$ cat config.mk
export PLATFORM = sky130hd
export DESIGN_NAME = csr_chip_select_reset_config
export DESIGN_NICKNAME = d
export VERILOG_FILES = /design/src/include/csr_pkg.sv /design/src/rtl/csr_chip_select_reset_config.sv
export SDC_FILE = /design/constraint.sdc
export NUM_CORES = 1
export LEC_CHECK = 0
export BUFFER_PORTS_ARGS = -buffer_cell sky130_fd_sc_hd__buf_2
export CORE_ASPECT_RATIO = 0.7
export CORE_UTILIZATION = 40
export DETAILED_ROUTE_END_ITERATION = 12
export GPL_TIMING_DRIVEN = 0
export PLACE_DENSITY = 0.73
export REMOVE_ABC_BUFFERS = 1
export SYNTH_ARGS = -nofsm -noshare
export SYNTH_HDL_FRONTEND = slang
export SYNTH_SLANG_ARGS = --single-unit
$ cat constraint.sdc
create_clock -name mclk -period 2.7 [get_ports mclk]
set_input_delay 0.27 -clock mclk [delete_from_list [all_inputs] [get_ports mclk]]
set_output_delay 0.27 -clock mclk [all_outputs]
set_load 0.1 [all_outputs]
$ cat src/include/csr_pkg.sv
// chip-select reset configuration constants and types
package csr_pkg;

  localparam int NUM_GEN     = 11;
  localparam int SET_W       = 16;
  localparam int ADDR_W      = 24;
  localparam int DATA_LINES  = 8;

  // base setting: [15:3] base address (addr 23:11), [2:0] block size
  localparam int BASE_LSB    = 3;
  localparam int BASE_MSB    = 15;
  localparam int BLK_LSB     = 0;
  localparam int BLK_MSB     = 2;
  localparam int ADDR_CMP_LSB = 11;

  localparam logic [2:0] BLK_2K   = 3'h0;
  localparam logic [2:0] BLK_8K   = 3'h1;
  localparam logic [2:0] BLK_16K  = 3'h2;
  localparam logic [2:0] BLK_64K  = 3'h3;
  localparam logic [2:0] BLK_128K = 3'h4;
  localparam logic [2:0] BLK_256K = 3'h5;
  localparam logic [2:0] BLK_512K = 3'h6;
  localparam logic [2:0] BLK_1M   = 3'h7;

  // option setting field positions
  localparam int OPT_MODE    = 15;
  localparam int OPT_BYTE_H  = 14;
  localparam int OPT_BYTE_L  = 13;
  localparam int OPT_RW_H    = 12;
  localparam int OPT_RW_L    = 11;
  localparam int OPT_STRB    = 10;
  localparam int OPT_WAIT_H  = 9;
  localparam int OPT_WAIT_L  = 6;
  localparam int OPT_SPACE_H = 5;
  localparam int OPT_SPACE_L = 4;
  localparam int OPT_IPL_H   = 3;
  localparam int OPT_IPL_L   = 1;
  localparam int OPT_AUTOVECTOR_REQUEST    = 0;

  localparam logic [1:0] RW_READ     = 2'h1;
  localparam logic [1:0] RW_WRITE    = 2'h2;
  localparam logic [1:0] RW_BOTH     = 2'h3;
  localparam logic [1:0] SPACE_CPU   = 2'h0;
  localparam logic [1:0] SPACE_USER  = 2'h1;
  localparam logic [1:0] SPACE_SUPER = 2'h2;
  localparam logic [1:0] SPACE_ANY   = 2'h3;
  localparam logic [2:0] FC_CPU      = 3'h7;
  localparam logic [2:0] FC_SUP_PROG = 3'h6;

  // reset values
  localparam logic [15:0] GEN_BASE_RST  = 16'h0000;  // base 0, 2 Kbyte
  localparam logic [15:0] GEN_OPT_RST   = 16'h0000;  // async, byte off, rw reserved, AS, no wait, CPU space
  localparam logic [15:0] BOOT_BASE_RST = 16'h0007;  // base 0, 1 Mbyte
  localparam logic [15:0] BOOT_OPT_RST  = 16'h7b70;  // both bytes, rw, AS, 13 waits, sup/user space
  localparam logic        PIN_LSB_RST   = 1'b1;
  localparam logic        BOOT_PIN_MSB_RST = 1'b1;
  localparam logic [2:0]  BOOT_DATA_LINE = 3'h0;

  // data line sampled for the upper pin-assign bit of each general select
  localparam logic [NUM_GEN-1:0][2:0] GEN_DATA_LINE =
    {3'h7, 3'h6, 3'h5, 3'h4, 3'h3, 3'h2, 3'h2, 3'h2, 3'h1, 3'h1, 3'h1};

  localparam logic [3:0] BOOT_IDX = 4'hb;

  typedef enum logic [1:0] {TGT_PIN, TGT_BASE, TGT_OPTION} csr_target_t;

endpackage : csr_pkg

$ cat src/rtl/csr_chip_select_reset_config.sv
// chip-select reset configuration, settings storage and select decode
// Operation
// - general pin-assign low bits reset to one
// - general pin-assign high bits from DATA7..1
// - general base/option reset to documented values
// - general byte lanes disabled, no select asserted
// - vector fetch at zero decoded by boot
// - boot pin-assign high bit resets to one
// - boot byte lanes reset to both bytes
// - boot pin-assign low bit from DATA0
// - boot base address resets to zero
// - boot block size resets to 1 Mbyte
// - boot option async, rw, 13 waits
// - boot byte lanes ones, general cleared
// - matched enabled async-mode select asserts with strobe
`timescale 1ns/100ps
module csr_chip_select_reset_config
  import csr_pkg::*;
(
  input  wire logic                          mclk,
  input  wire logic                          reset_n,
  input  wire logic [csr_pkg::DATA_LINES-1:0] data_bus,
  input  wire logic                          cfg_write,
  input  wire csr_pkg::csr_target_t          cfg_target,
  input  wire logic [3:0]                    cfg_index,
  input  wire logic [csr_pkg::SET_W-1:0]     cfg_data,
  input  wire logic [csr_pkg::ADDR_W-1:0]    acc_addr,
  input  wire logic [2:0]                    acc_fc,
  input  wire logic                          acc_read,
  input  wire logic                          acc_upper,
  input  wire logic                          acc_lower,
  input  wire logic                          address_strobe_pin,
  input  wire logic                          data_strobe_pin,
  output logic [13:0]                        select_pin_assign_low,
  output logic [9:0]                         select_pin_assign_high,
  output logic [csr_pkg::NUM_GEN-1:0][15:0]  select_base_setting,
  output logic [csr_pkg::NUM_GEN-1:0][15:0]  select_option_setting,
  output logic [15:0]                        boot_select_base_setting,
  output logic [15:0]                        boot_select_option_setting,
  output logic [csr_pkg::NUM_GEN-1:0]        select_output,
  output logic                               boot_select_output
);
  import csr_pkg::*;

  logic [NUM_GEN-1:0][1:0] gen_pin;
  logic [1:0]              boot_pin;

  // ----------------------------------------------------------------
  // decode helpers
  // ----------------------------------------------------------------
  function automatic logic [12:0] blk_mask(input logic [2:0] blk);
    unique case (blk)
      BLK_2K:   blk_mask = 13'h1fff;
      BLK_8K:   blk_mask = 13'h1ffc;
      BLK_16K:  blk_mask = 13'h1ff8;
      BLK_64K:  blk_mask = 13'h1fe0;
      BLK_128K: blk_mask = 13'h1fc0;
      BLK_256K: blk_mask = 13'h1f80;
      BLK_512K: blk_mask = 13'h1f00;
      BLK_1M:   blk_mask = 13'h1e00;
    endcase
  endfunction : blk_mask

  function automatic logic sel_match(input logic [1:0] pin, input logic [15:0] base,
                                     input logic [15:0] opt);
    logic [12:0] mask;
    logic [1:0]  lanes;
    logic [1:0]  rw;
    logic [1:0]  space;
    logic [2:0]  interrupt_level_match;
    logic        hit_addr;
    logic        hit_byte;
    logic        hit_rw;
    logic        hit_space;
    logic        strobe;
    mask      = blk_mask(base[BLK_MSB:BLK_LSB]);
    lanes     = opt[OPT_BYTE_H:OPT_BYTE_L];
    rw        = opt[OPT_RW_H:OPT_RW_L];
    space     = opt[OPT_SPACE_H:OPT_SPACE_L];
    interrupt_level_match       = opt[OPT_IPL_H:OPT_IPL_L];
    hit_addr  = ((acc_addr[ADDR_W-1:ADDR_CMP_LSB] ^ base[BASE_MSB:BASE_LSB]) & mask) == 13'h0000;
    // 8-bit port: any nonzero lane setting enables; 16-bit: one enabled lane must match an accessed byte
    hit_byte  = pin[0] ? ((lanes[1] & acc_upper) | (lanes[0] & acc_lower)) : (lanes != 2'h0);
    hit_rw    = (rw == RW_BOTH) | (acc_read ? rw == RW_READ : rw == RW_WRITE);
    unique case (space)
      SPACE_CPU:   hit_space = (acc_fc == FC_CPU) && (interrupt_level_match == 3'h0 || acc_addr[3:1] == interrupt_level_match);
      SPACE_USER:  hit_space = !acc_fc[2];
      SPACE_SUPER: hit_space = acc_fc[2] && acc_fc != FC_CPU;
      SPACE_ANY:   hit_space = acc_fc != FC_CPU;
    endcase
    strobe    = opt[OPT_STRB] ? data_strobe_pin : address_strobe_pin;
    // only asynchronous mode is decoded here
    sel_match = pin[1] && !opt[OPT_MODE] && hit_addr && hit_byte && hit_rw && hit_space && strobe;
  endfunction : sel_match

  // ----------------------------------------------------------------
  // pin assignment fields
  // ----------------------------------------------------------------
  always_ff @(posedge mclk)
  begin
    if (!reset_n)
    begin
      for (int i = 0; i < NUM_GEN; i++)
      begin
        gen_pin[i] <= {data_bus[GEN_DATA_LINE[i]], PIN_LSB_RST};
      end
      boot_pin <= {BOOT_PIN_MSB_RST, data_bus[BOOT_DATA_LINE]};
    end
    else if (cfg_write && cfg_target == TGT_PIN)
    begin
      if (cfg_index == BOOT_IDX)
        boot_pin <= cfg_data[1:0];
      else if (cfg_index < BOOT_IDX)
        gen_pin[cfg_index] <= cfg_data[1:0];
    end
  end

  assign select_pin_assign_low  = {gen_pin[5], gen_pin[4], gen_pin[3], gen_pin[2], gen_pin[1], gen_pin[0],
                                   boot_pin};
  assign select_pin_assign_high = {gen_pin[10], gen_pin[9], gen_pin[8], gen_pin[7], gen_pin[6]};

  // ----------------------------------------------------------------
  // base and option settings
  // ----------------------------------------------------------------
  always_ff @(posedge mclk)
  begin
    if (!reset_n)
    begin
      for (int i = 0; i < NUM_GEN; i++)
      begin
        select_base_setting[i]   <= GEN_BASE_RST;
        select_option_setting[i] <= GEN_OPT_RST;
      end
      boot_select_base_setting   <= BOOT_BASE_RST;
      boot_select_option_setting <= BOOT_OPT_RST;
    end
    else if (cfg_write && cfg_target == TGT_BASE)
    begin
      if (cfg_index == BOOT_IDX)
        boot_select_base_setting <= cfg_data;
      else if (cfg_index < BOOT_IDX)
        select_base_setting[cfg_index] <= cfg_data;
    end
    else if (cfg_write && cfg_target == TGT_OPTION)
    begin
      if (cfg_index == BOOT_IDX)
        boot_select_option_setting <= cfg_data;
      else if (cfg_index < BOOT_IDX)
        select_option_setting[cfg_index] <= cfg_data;
    end
  end

  // ----------------------------------------------------------------
  // select outputs, active high, one cycle after the strobe sample
  // ----------------------------------------------------------------
  always_ff @(posedge mclk)
  begin
    if (!reset_n)
    begin
      select_output      <= '0;
      boot_select_output <= 1'b0;
    end
    else
    begin
      for (int i = 0; i < NUM_GEN; i++)
      begin
        select_output[i] <= sel_match(gen_pin[i], select_base_setting[i], select_option_setting[i]);
      end
      boot_select_output <= sel_match(boot_pin, boot_select_base_setting, boot_select_option_setting);
    end
  end
endmodule : csr_chip_select_reset_config

==> Word-level counts from Yosys, hierarchy flattened <==
Memories as Yosys holds them, arrays and structs flattened. A register that Yosys moved wholly into a read port is not among the register bits.
Index checks and enable logic that the tools add are counted.
{ "totals": {"register_bits": 420, "word_cells": 513, "mem_bits_ro": 864, "output_inout_bits": 420, "inputBits": 65, "mem_count": 12} }
{ "op_classes": {"n_lt_le_gt_ge": 3, "n_reduce_logical": 171, "mux": 110, "n_eq_ne": 93, "bitwise_logic": 74} }
{ "memory_table": {"columns": ["memory", "depth", "word_bits", "rd", "rd_ports_with_merged_regs", "write_ports", "line", "text"], "rows": [
  ["(name not given)", 8, 9, 1, 1, 0, "csr_chip_select_reset_config.sv:52", "unique case (blk)"],
  ["(name not given)", 8, 9, 1, 1, 0, "csr_chip_select_reset_config.sv:52", null],
  ["(name not given)", 8, 9, 1, 1, 0, "csr_chip_select_reset_config.sv:52", null],
  ["(name not given)", 8, 9, 1, 1, 0, "csr_chip_select_reset_config.sv:52", null],
  ["(name not given)", 8, 9, 1, 1, 0, "csr_chip_select_reset_config.sv:52", null],
  ["(name not given)", 8, 9, 1, 1, 0, "csr_chip_select_reset_config.sv:52", null],
  ["6 more memories", null, null, null, null, null, null, null]
]} }
{ "op_table": {"columns": ["op", "n"], "rows": [
  ["$bwmux 176", 2],
  ["$and 13x13->13", 12],
  ["$logic_not 13->1", 12],
  ["$mux 13", 12],
  ["$xor 13x13->13", 12],
  ["$eq 2x2->1 const B", 49],
  ["$logic_and 1x1->1", 89],
  ["$mux 22", 4],
  ["$mux 3", 24],
  ["$demux 16 s4", 1],
  ["$mux 1", 51],
  ["$eq 2x1->1 const B", 25],
  ["$pmux 1 s4", 12],
  ["$eq 3x3->1", 12],
  ["$logic_not 3->1", 12],
  ["$logic_not 2->1", 13],
  ["$and 1x1->1", 24],
  ["$or 1x1->1", 24],
  ["$reduce_bool 2->1", 12],
  ["$bwmux 22", 1],
  ["$mux 16", 1],
  ["$logic_not 1->1", 13],
  ["$logic_or 1x1->1", 12],
  ["$reduce_and 3->1", 4],
  ["other kinds (13)", 18]
]} }

==> Logic depth before layout (Yosys ltp) <==
Gate-level depths: netlist of run 1.
{ "logic_depth": {"word_depth": 9, "mapped_depth": 8, "mapped_depth_nobuf": 5} }

==> Least setup slack after synthesis of run 1 <==
No wires, ideal clock.
{ "synth_timing": {"kind": "input to register", "from": "input cfg_index[2]", "to": "register with a tool-made name", "path_stages": 7, "arrival_ns": 2.059, "t_required_ns": 2.621, "n_path_buf": 2, "slack_ns": 0.562, "setup_time_ns": 0.079, "cell_sequence": "buf_2 or4b_1 buf_2 a211oi_4 mux2_4 and2_1 nor3_1"} }
{ "synth_rtl": {"columns": ["item", "line", "text"], "rows": [
  ["from (decl)", "csr_chip_select_reset_config.sv:25", "input wire logic [3:0] cfg_index,"]
]} }

==> Final worst setup path of run 1 <==
{ "layout_timing": {"from": "input acc_fc[0]", "to": "register select_output[9] (netlist bit)"} }
{ "layout_via": {"elab_chain_len": 6, "elab_cells_between_ends": 8, "cone_classes": "eq/ne (2); mux (2); reduce/logical (4)"} }
{ "layout_lines": {"columns": ["item", "line", "text"], "rows": [
  ["from (decl)", "csr_chip_select_reset_config.sv:28", "input wire logic [2:0] acc_fc,"],
  ["$ne 3x3->1 or $eq 3x3->1 (tied branches)", "csr_chip_select_reset_config.sv:88, csr_chip_select_reset_config.sv:89, csr_chip_select_reset_config.sv:86", null],
  ["$logic_and 1x1->1, on equally long branches", "csr_chip_select_reset_config.sv:88, csr_chip_select_reset_config.sv:86", null],
  ["$pmux 1 s4 (*)", "csr_chip_select_reset_config.sv:85", "unique case (space)"],
  ["$mux 1 (*)", "csr_chip_select_reset_config.sv:158", "if (!reset_n)"],
  ["$logic_and 1x1->1 (*) (2 in a row)", "csr_chip_select_reset_config.sv:93", "sel_match = pin[1] && !opt[OPT_MODE] && hit_addr && hit_byte && hit_rw && hit_space && strobe;"],
  ["to (signal, indexed assignment)", "csr_chip_select_reset_config.sv:167", "select_output[i] <= sel_match(gen_pin[i], select_base_setting[i], select_option_setting[i]);"],
  ["to (decl)", "csr_chip_select_reset_config.sv:40", "output logic [csr_pkg::NUM_GEN-1:0] select_output,"]
]} }
Every way passes the cells marked *; elsewhere a longest branch is shown, timed or not. The select of a mux whose other input is x is not followed.
A chain may end at the register's enable or synchronous reset.

==> results of run 1 <==
-- layout make-up --
cell class	instances	share of cell area, %
Multi-Input combinational cell	1562	39.5
Inverter	31	0.483
Sequential cell	504	39.8
Tap cell	674	3.29
Clock inverter	23	0.937
Timing Repair Buffer	505	10.6
Clock buffer	65	5.29
Antenna cell	5	0.0488
-- final timing paths --
path	end	slack, ps	depth (start not counted)
max	select_output[9]	-60	6
min	boot_pin[0]	80	3
max reg2reg	select_output[7]	690	5
min reg2reg	boot_select_option_setting[0]	460	2
-- cell families (layout without fill, tap and decap cells) --
group | count (synthesis) | in the layout | share of synthesized area [%]
multiplexers | 341 | 341 | 16.3
AND/OR/NAND/NOR | 769 | 769 | 15.8
other | 0 | 5 | 0
AO/OA/AOI/OAI | 284 | 284 | 8.72
flip-flops | 504 | 504 | 48.5
XOR/XNOR | 168 | 168 | 6.99
buffers and inverters | 197 | 624 | 3.74
-- cells in the mapped netlist, drive strengths merged, types with 3 or more instances --
cell type	number	share of area (%)
or3	5	0.15
nor2b	18	0.53
mux2i	330	16
nand3b	6	0.21
and2	8	0.24
a2111oi	5	0.21
mux2	11	0.61
o21bai	8	0.29
nor4b	3	0.12
edfxtp	12	1.7
a32oi	18	0.75
nand4	24	0.71
nor3	18	0.43
buf	51	1.1
xor2	139	5.8
inv	31	0.55
o32a	10	0.48
xnor2	29	1.2
dfxtp	492	47
a21oi	96	2.3
nand2	215	3.8
a32o	14	0.67
o2bb2ai	4	0.17
o21ai	76	1.8
a22oi	30	1.1
nor4	22	0.65
nand3	68	1.6
nor2	366	6.6
clkbuf	115	2.0
a21o	3	0.11
a211oi	9	0.46
-- power groups by stage --
stage	Combinational [mW]	Clock (mW)	Sequential, mW
4_1_cts	1.25	7.05	7.55
6_report	1.28	6.98	7.55
3_5_place_dp	1.24	0	7.72
3_3_place_gp	1.20	0	7.72
5_1_grt	1.31	7.35	7.55
2_1_floorplan	0.332	0	7.97
-- metrics by stage --
stage | total power [mW] | utilization, %
floorplan | 8.30 | -
global placement | 8.91 | 46.0
detailed placement | 8.95 | 46.4
CTS | 15.8 | 49.6
global route | 16.2 | 49.9
finish | 15.8 | 49.9
-- worst register-to-register path, delay by kind of cell (launching register included) --
| family | cells | cell delay (ps) |
|---|---|---|
| flip-flops | 1 | 480 |
| AND/OR/NAND/NOR | 1 | 100 |
| AO/OA/AOI/OAI | 4 | 1280 |
-- layer usage --
metal	up-vias	global-route usage [%]
met5	-	0
met4	0	11.2
met3	226	9.63
met2	1180	44.8
met1	9250	41.7
li1	8507	-
-- what timing repair did --
action,4_1_cts,5_1_grt
pin swaps,0,1
setup buffers,0,10
endpoints found under the setup margin,5,35
hold endpoints to repair,5,0
gates resized for setup,2,5
hold buffers,5,0
cloned,0,0
==> results.cfg, run 1 <==
[cells_and_area]
layout-drive-gt1-share_pct = 22.8
multi_input_area_sq_um = 10100
final_cell_mix = dfxtp_1 (492), buf_2 (474), nor2_1 (356)
final_cell_area_sq_um = 25600
instances_no_fill = 3369
fill_cells = 4657
layout.nets = 2717
regArea_sq_um = 10200
final_common_cell = dfxtp_1
syn_to_final_growth_pct = 21.8

[power]
p_seq_share_pct = 47.8
switchingPower_mw = 4.15
combPwrFrac_pct = 8.1
p_int_mw = 11.7
clock_power_share_pct = 44.1
ir_drop_v = 0.000465
switching_share_pct = 26.2
power.density_nw_per_um2 = 617
p_leak_nw = 11.0

[setup_path]
crit_start = acc_fc[0]
crit_path_cell_trace = buf_2 -> nand2_1 -> nand2_2 -> a32o_1 -> a2111oi_0 -> o2111a_1
endpoint_kind = flop
path_max_fanout = 13
path_class = primary input to flop
cpMaxStageDelayCell = nand2_1
cp-start-kind = primary input
slowest_delay_ps = 960
reg2reg_from = select_option_setting[114]
path_buf_inv = 1
critPathRequiredTime_ps = 3210
crit_family = simple AND/OR/NAND/NOR gates
arrival_ps = 3270

[timing]
worst_pin_slew_ps = 1380
holdWs_ps = 78.8
hold_viol = 0
rsz0062_at_grt = no
period_share_pct = 102
fin_skew_ps = 8.58
setup_viol = 2
clock.fmax_ghz = 0.362
tns_ps = -61.9
slew_headroom_pct = 8.09
fin_crit_ps = 2760
fin_ws_ps = -60.0
maxSlewViolCount = 0

[clock_network]
cts_buffers = 48
cts_tree = done
clockBufferDepth = 3
cts.sinks = 504
clk_pin_slew_ps = 60
root_buffer = clkbuf_16
clkLatencyLatePin_ps = 570
h-tree-depth = 2

[synth]
yosysWarnings = 0
synth_cell_types = 58
async_reset_ff_share_pct = 0
yosysSeqAreaShare_pct = 48.5
netlist_instances = 2263
ys_ff_latch = 504
synthesis.area_sq_um = 21100
synth.avg_cell_area_sq_um = 9.31
synth_edf_count = 12
ys.flop_type = dfxtp_1

[route]
dr.max_layer_used = met4
drc_errors = 0
dr_total_vias = 19200
firstDrtPassIters = 5
antenna_left = 0
first_iter_violations = 2267
via_per_inst = 5.69
wl_met2_um = 35500
wl_per_cell_um = 25.2
wl_met3_um = 10600
met1_length_um = 35800
totalWireLength_um = 85000

[floorplan]
core_area_sq_um = 51400
chipHeight_um = 194
die_w_um = 276
io_pins = 485
dieArea_sq_um = 53600
initial_core_util_pct = 41.0
rows = 69

[grt]
antenna_found_initial = 5
grt_pass1_vias = 18100
gr-usage-all-layers_pct = 30.5
grt_max_degree = 165
grt_pass1_wl_um = 121000
grt-ovfl-total = 0

[hold_path]
worstHoldStart = data_bus[0]
hp-class = primary input to flop

[status]
outcome = finished with violations
violations = setup timing

[placed_design]
place_area_sq_um = 23800
hpwl_um = 56200
place_ws_ps = -822
gp_congestion = 0.892
numPortBuffers = 476
dp.cells = 3260

[run]
maxCapViolCount = 0
Power figures use the tool's default switching activity.
==> run 2, diff against run 1 <==
--- a/config.mk
+++ b/config.mk
@@ -5,11 +5,11 @@
 export SDC_FILE = /design/constraint.sdc
 export NUM_CORES = 1
 export LEC_CHECK = 0
+export ABC_AREA = 1
 export BUFFER_PORTS_ARGS = -buffer_cell sky130_fd_sc_hd__buf_2
 export CORE_ASPECT_RATIO = 0.7
 export CORE_UTILIZATION = 40
 export DETAILED_ROUTE_END_ITERATION = 12
-export GPL_TIMING_DRIVEN = 0
 export PLACE_DENSITY = 0.73
 export REMOVE_ABC_BUFFERS = 1
 export SYNTH_ARGS = -nofsm -noshare
==> run 2 against run 1 <==
Net effect: the run now ends clean; critical path depth decreased by 5; global-route usage increased by 1.6 points; setup slack improved by 960 ps; clock skew increased by 9.3 ps; synthesized cell count increased by 40%; via count increased by 20%; non-clock buffer count increased by 46; flip-flop and latch count unchanged; core utilization about the same; count of clock-buffer cells in the layout increased by 14; area after synthesis increased by 5.2%; critical endpoint is now select_option_setting[138]; highest routed layer is now met5.
==> results.cfg, run 2 <==
[synth]
ys.flop_type = dfxtp_1
synth_top_cells_by_count = nand2_1 (858), dfxtp_1 (492), a21oi_1 (312)
netlist_instances = 3164
synth_edf_count = 12
yosysWarnings = 0
synth_area_leaders = dfxtp_1 (44%), nand2_1 (15%), a21oi_1 (7.0%), nand3_1 (6.8%), o21ai_0 (5.4%)
synth_fa_ha_area_share_pct = 0
async_reset_ff_share_pct = 0
synth_top_area_share_pct = 44.5
synthSimpleGateAreaFrac_pct = 27.5
synthesis.area_sq_um = 22200
synth_cell_types = 29
yosys.area.top_type = dfxtp_1
synth_top_family_by_area = simple AND/OR/NAND/NOR gates
synth.avg_cell_area_sq_um = 7.00
yosysSeqAreaShare_pct = 46.1
yosysMostFrequentCell = nand2_1
ys_ff_latch = 504
synth_compound_area_share_pct = 13.5
muxShareOfSynthArea_pct = 0
yosys.area_share.xor_xnor_pct = 3.87

[grt]
antenna_found_initial = 3
grt_pass1_vias = 20400
gr-usage-all-layers_pct = 32.1
grt_pass1_wl_um = 135000
grt-ovfl-total = 0
grt_max_degree = 70

[clock_network]
cts.sinks = 504
clkLatencyLatePin_ps = 600
clockBufferDepth = 3
clk_pin_slew_ps = 60
root_buffer = clkbuf_16
h-tree-depth = 2
cts_buffers = 52
post-cts-setup-buffers = 0
cts_tree = done

[setup_path]
slowest_delay_ps = 500
r2r_setup_slack_ps = 960
reg2reg_depth = 8
crit_family = buffers and inverters
cpMaxStageDelayCell = buf_2
critPathRequiredTime_ps = 2430
endpoint_kind = output port
arrival_ps = 1530
reg2reg_from = select_option_setting[124]
r2r-end = select_output[7]
crit_path_cell_trace = buf_2
path_class = flop to output port
path_buf_inv = 1
path_max_fanout = 4
cp-start-kind = flop

[hold_path]
min_path_cells = 3
hp-class = primary input to flop
worstHoldStart = data_bus[1]
min_to = select_pin_assign_low[5]

[floorplan]
initial_core_util_pct = 40.9
chipHeight_um = 199
rows = 71
dieArea_sq_um = 56400
die_w_um = 283
core_area_sq_um = 54200
io_pins = 485

[run]
maxCapViolCount = 0

[timing]
rsz0062_at_grt = no
fin_crit_ps = 1800
maxSlewViolCount = 0
tns_ps = 0
hold_viol = 0
setup_viol = 0
worst_pin_slew_ps = 1070
slew_headroom_pct = 28.7
period_share_pct = 66.7
clock.fmax_ghz = 0.555
fin_skew_ps = 17.8

[placed_design]
hpwl_um = 66100
gp_congestion = 0.973
numPortBuffers = 476
dp.cells = 4251

[cells_and_area]
multi_input_area_sq_um = 9960
diodes = 0
fill_cells = 5284
instances_no_fill = 4352
final_cell_mix = nand2_1 (858), dfxtp_1 (492), buf_2 (475)
regArea_sq_um = 10200
final_common_cell = nand2_1
layout.nets = 3644
syn_to_final_growth_pct = 22.0
layout-drive-gt1-share_pct = 18.8

[route]
first_iter_violations = 2786
via_per_inst = 5.28
firstDrtPassIters = 6
antenna_left = 0
drc_errors = 0
dr_total_vias = 23000
totalWireLength_um = 93300
wl_per_cell_um = 21.4

[status]
outcome = finished, final reports clean

[power]
p_leak_nw = 12.4
ir_drop_v = 0.000427
power.density_nw_per_um2 = 624
-- run 2: how the worst max path moves through the flow --
stage,from,end,slack (ps),cells past startpoint
after floorplan,cfg_target[0],select_option_setting[129],-630,6
after global placement,cfg_target[0],select_option_setting[45],460,8
after detailed placement,cfg_target[0],select_option_setting[45],450,8
after CTS,select_base_setting[76],select_base_setting[76],870,1
after global routing,select_base_setting[172],select_base_setting[172],830,1
final,select_option_setting[138],select_option_setting[138],900,1
-- run 2: metrics by stage --
step	instance area, sq um	power [mW]	util [%]	hold WS (ps)	worst slack, ps
floorplan	21300	8.81	-	354	-630
global placement	25200	9.55	46.6	445	462
detailed placement	25200	9.56	46.6	450	446
CTS	27000	16.9	49.9	12.0	871
global route	27000	17.4	49.9	52.3	830
finish	27000	16.9	49.9	45.9	899
-- run 2: final cells by class --
| type | count | area share, % |
|---|---|---|
| Clock buffer | 79 | 5.87 |
| Clock inverter | 18 | 0.606 |
| Inverter | 311 | 4.33 |
| Multi-Input combinational cell | 2159 | 36.8 |
| Sequential cell | 504 | 37.8 |
| Tap cell | 730 | 3.38 |
| Timing Repair Buffer | 551 | 11.2 |
-- run 2: cells by family (layout without fill, tap and decap cells) --
family,Yosys count,after routing
simple gates,1478,1478
xor+xnor,98,98
buf+inv,501,959
compound gates,583,583
flops,504,504
-- run 2: worst min-delay path, stage by stage --
cell	delay (ps)
buf_2	100
nand2_1	80
o31ai_1	70
-- run 2: power breakdown --
group	total [mW]	internal [mW]	switching, mW	leakage (nW)
combinational	1.81	0.375	1.44	7.47
sequential	7.63	7.57	0.0585	4.09
clock	7.44	4.26	3.18	0.863
-- run 2: per-layer routing --
layer / GRT usage (%) / up-vias / share of wire [%]
met2: 46.2 / 1314 / 41
li1: - / 10900 / -
met1: 44.0 / 10600 / 42
met4: 11.9 / 4 / 3.7
met3: 11.1 / 196 / 13
met5: 0 / - / 0.020
-- run 2: what timing repair did --
action,4_1_cts,5_1_grt
hold buffers,4,0
gates resized for setup,0,0
hold endpoints to repair,4,0
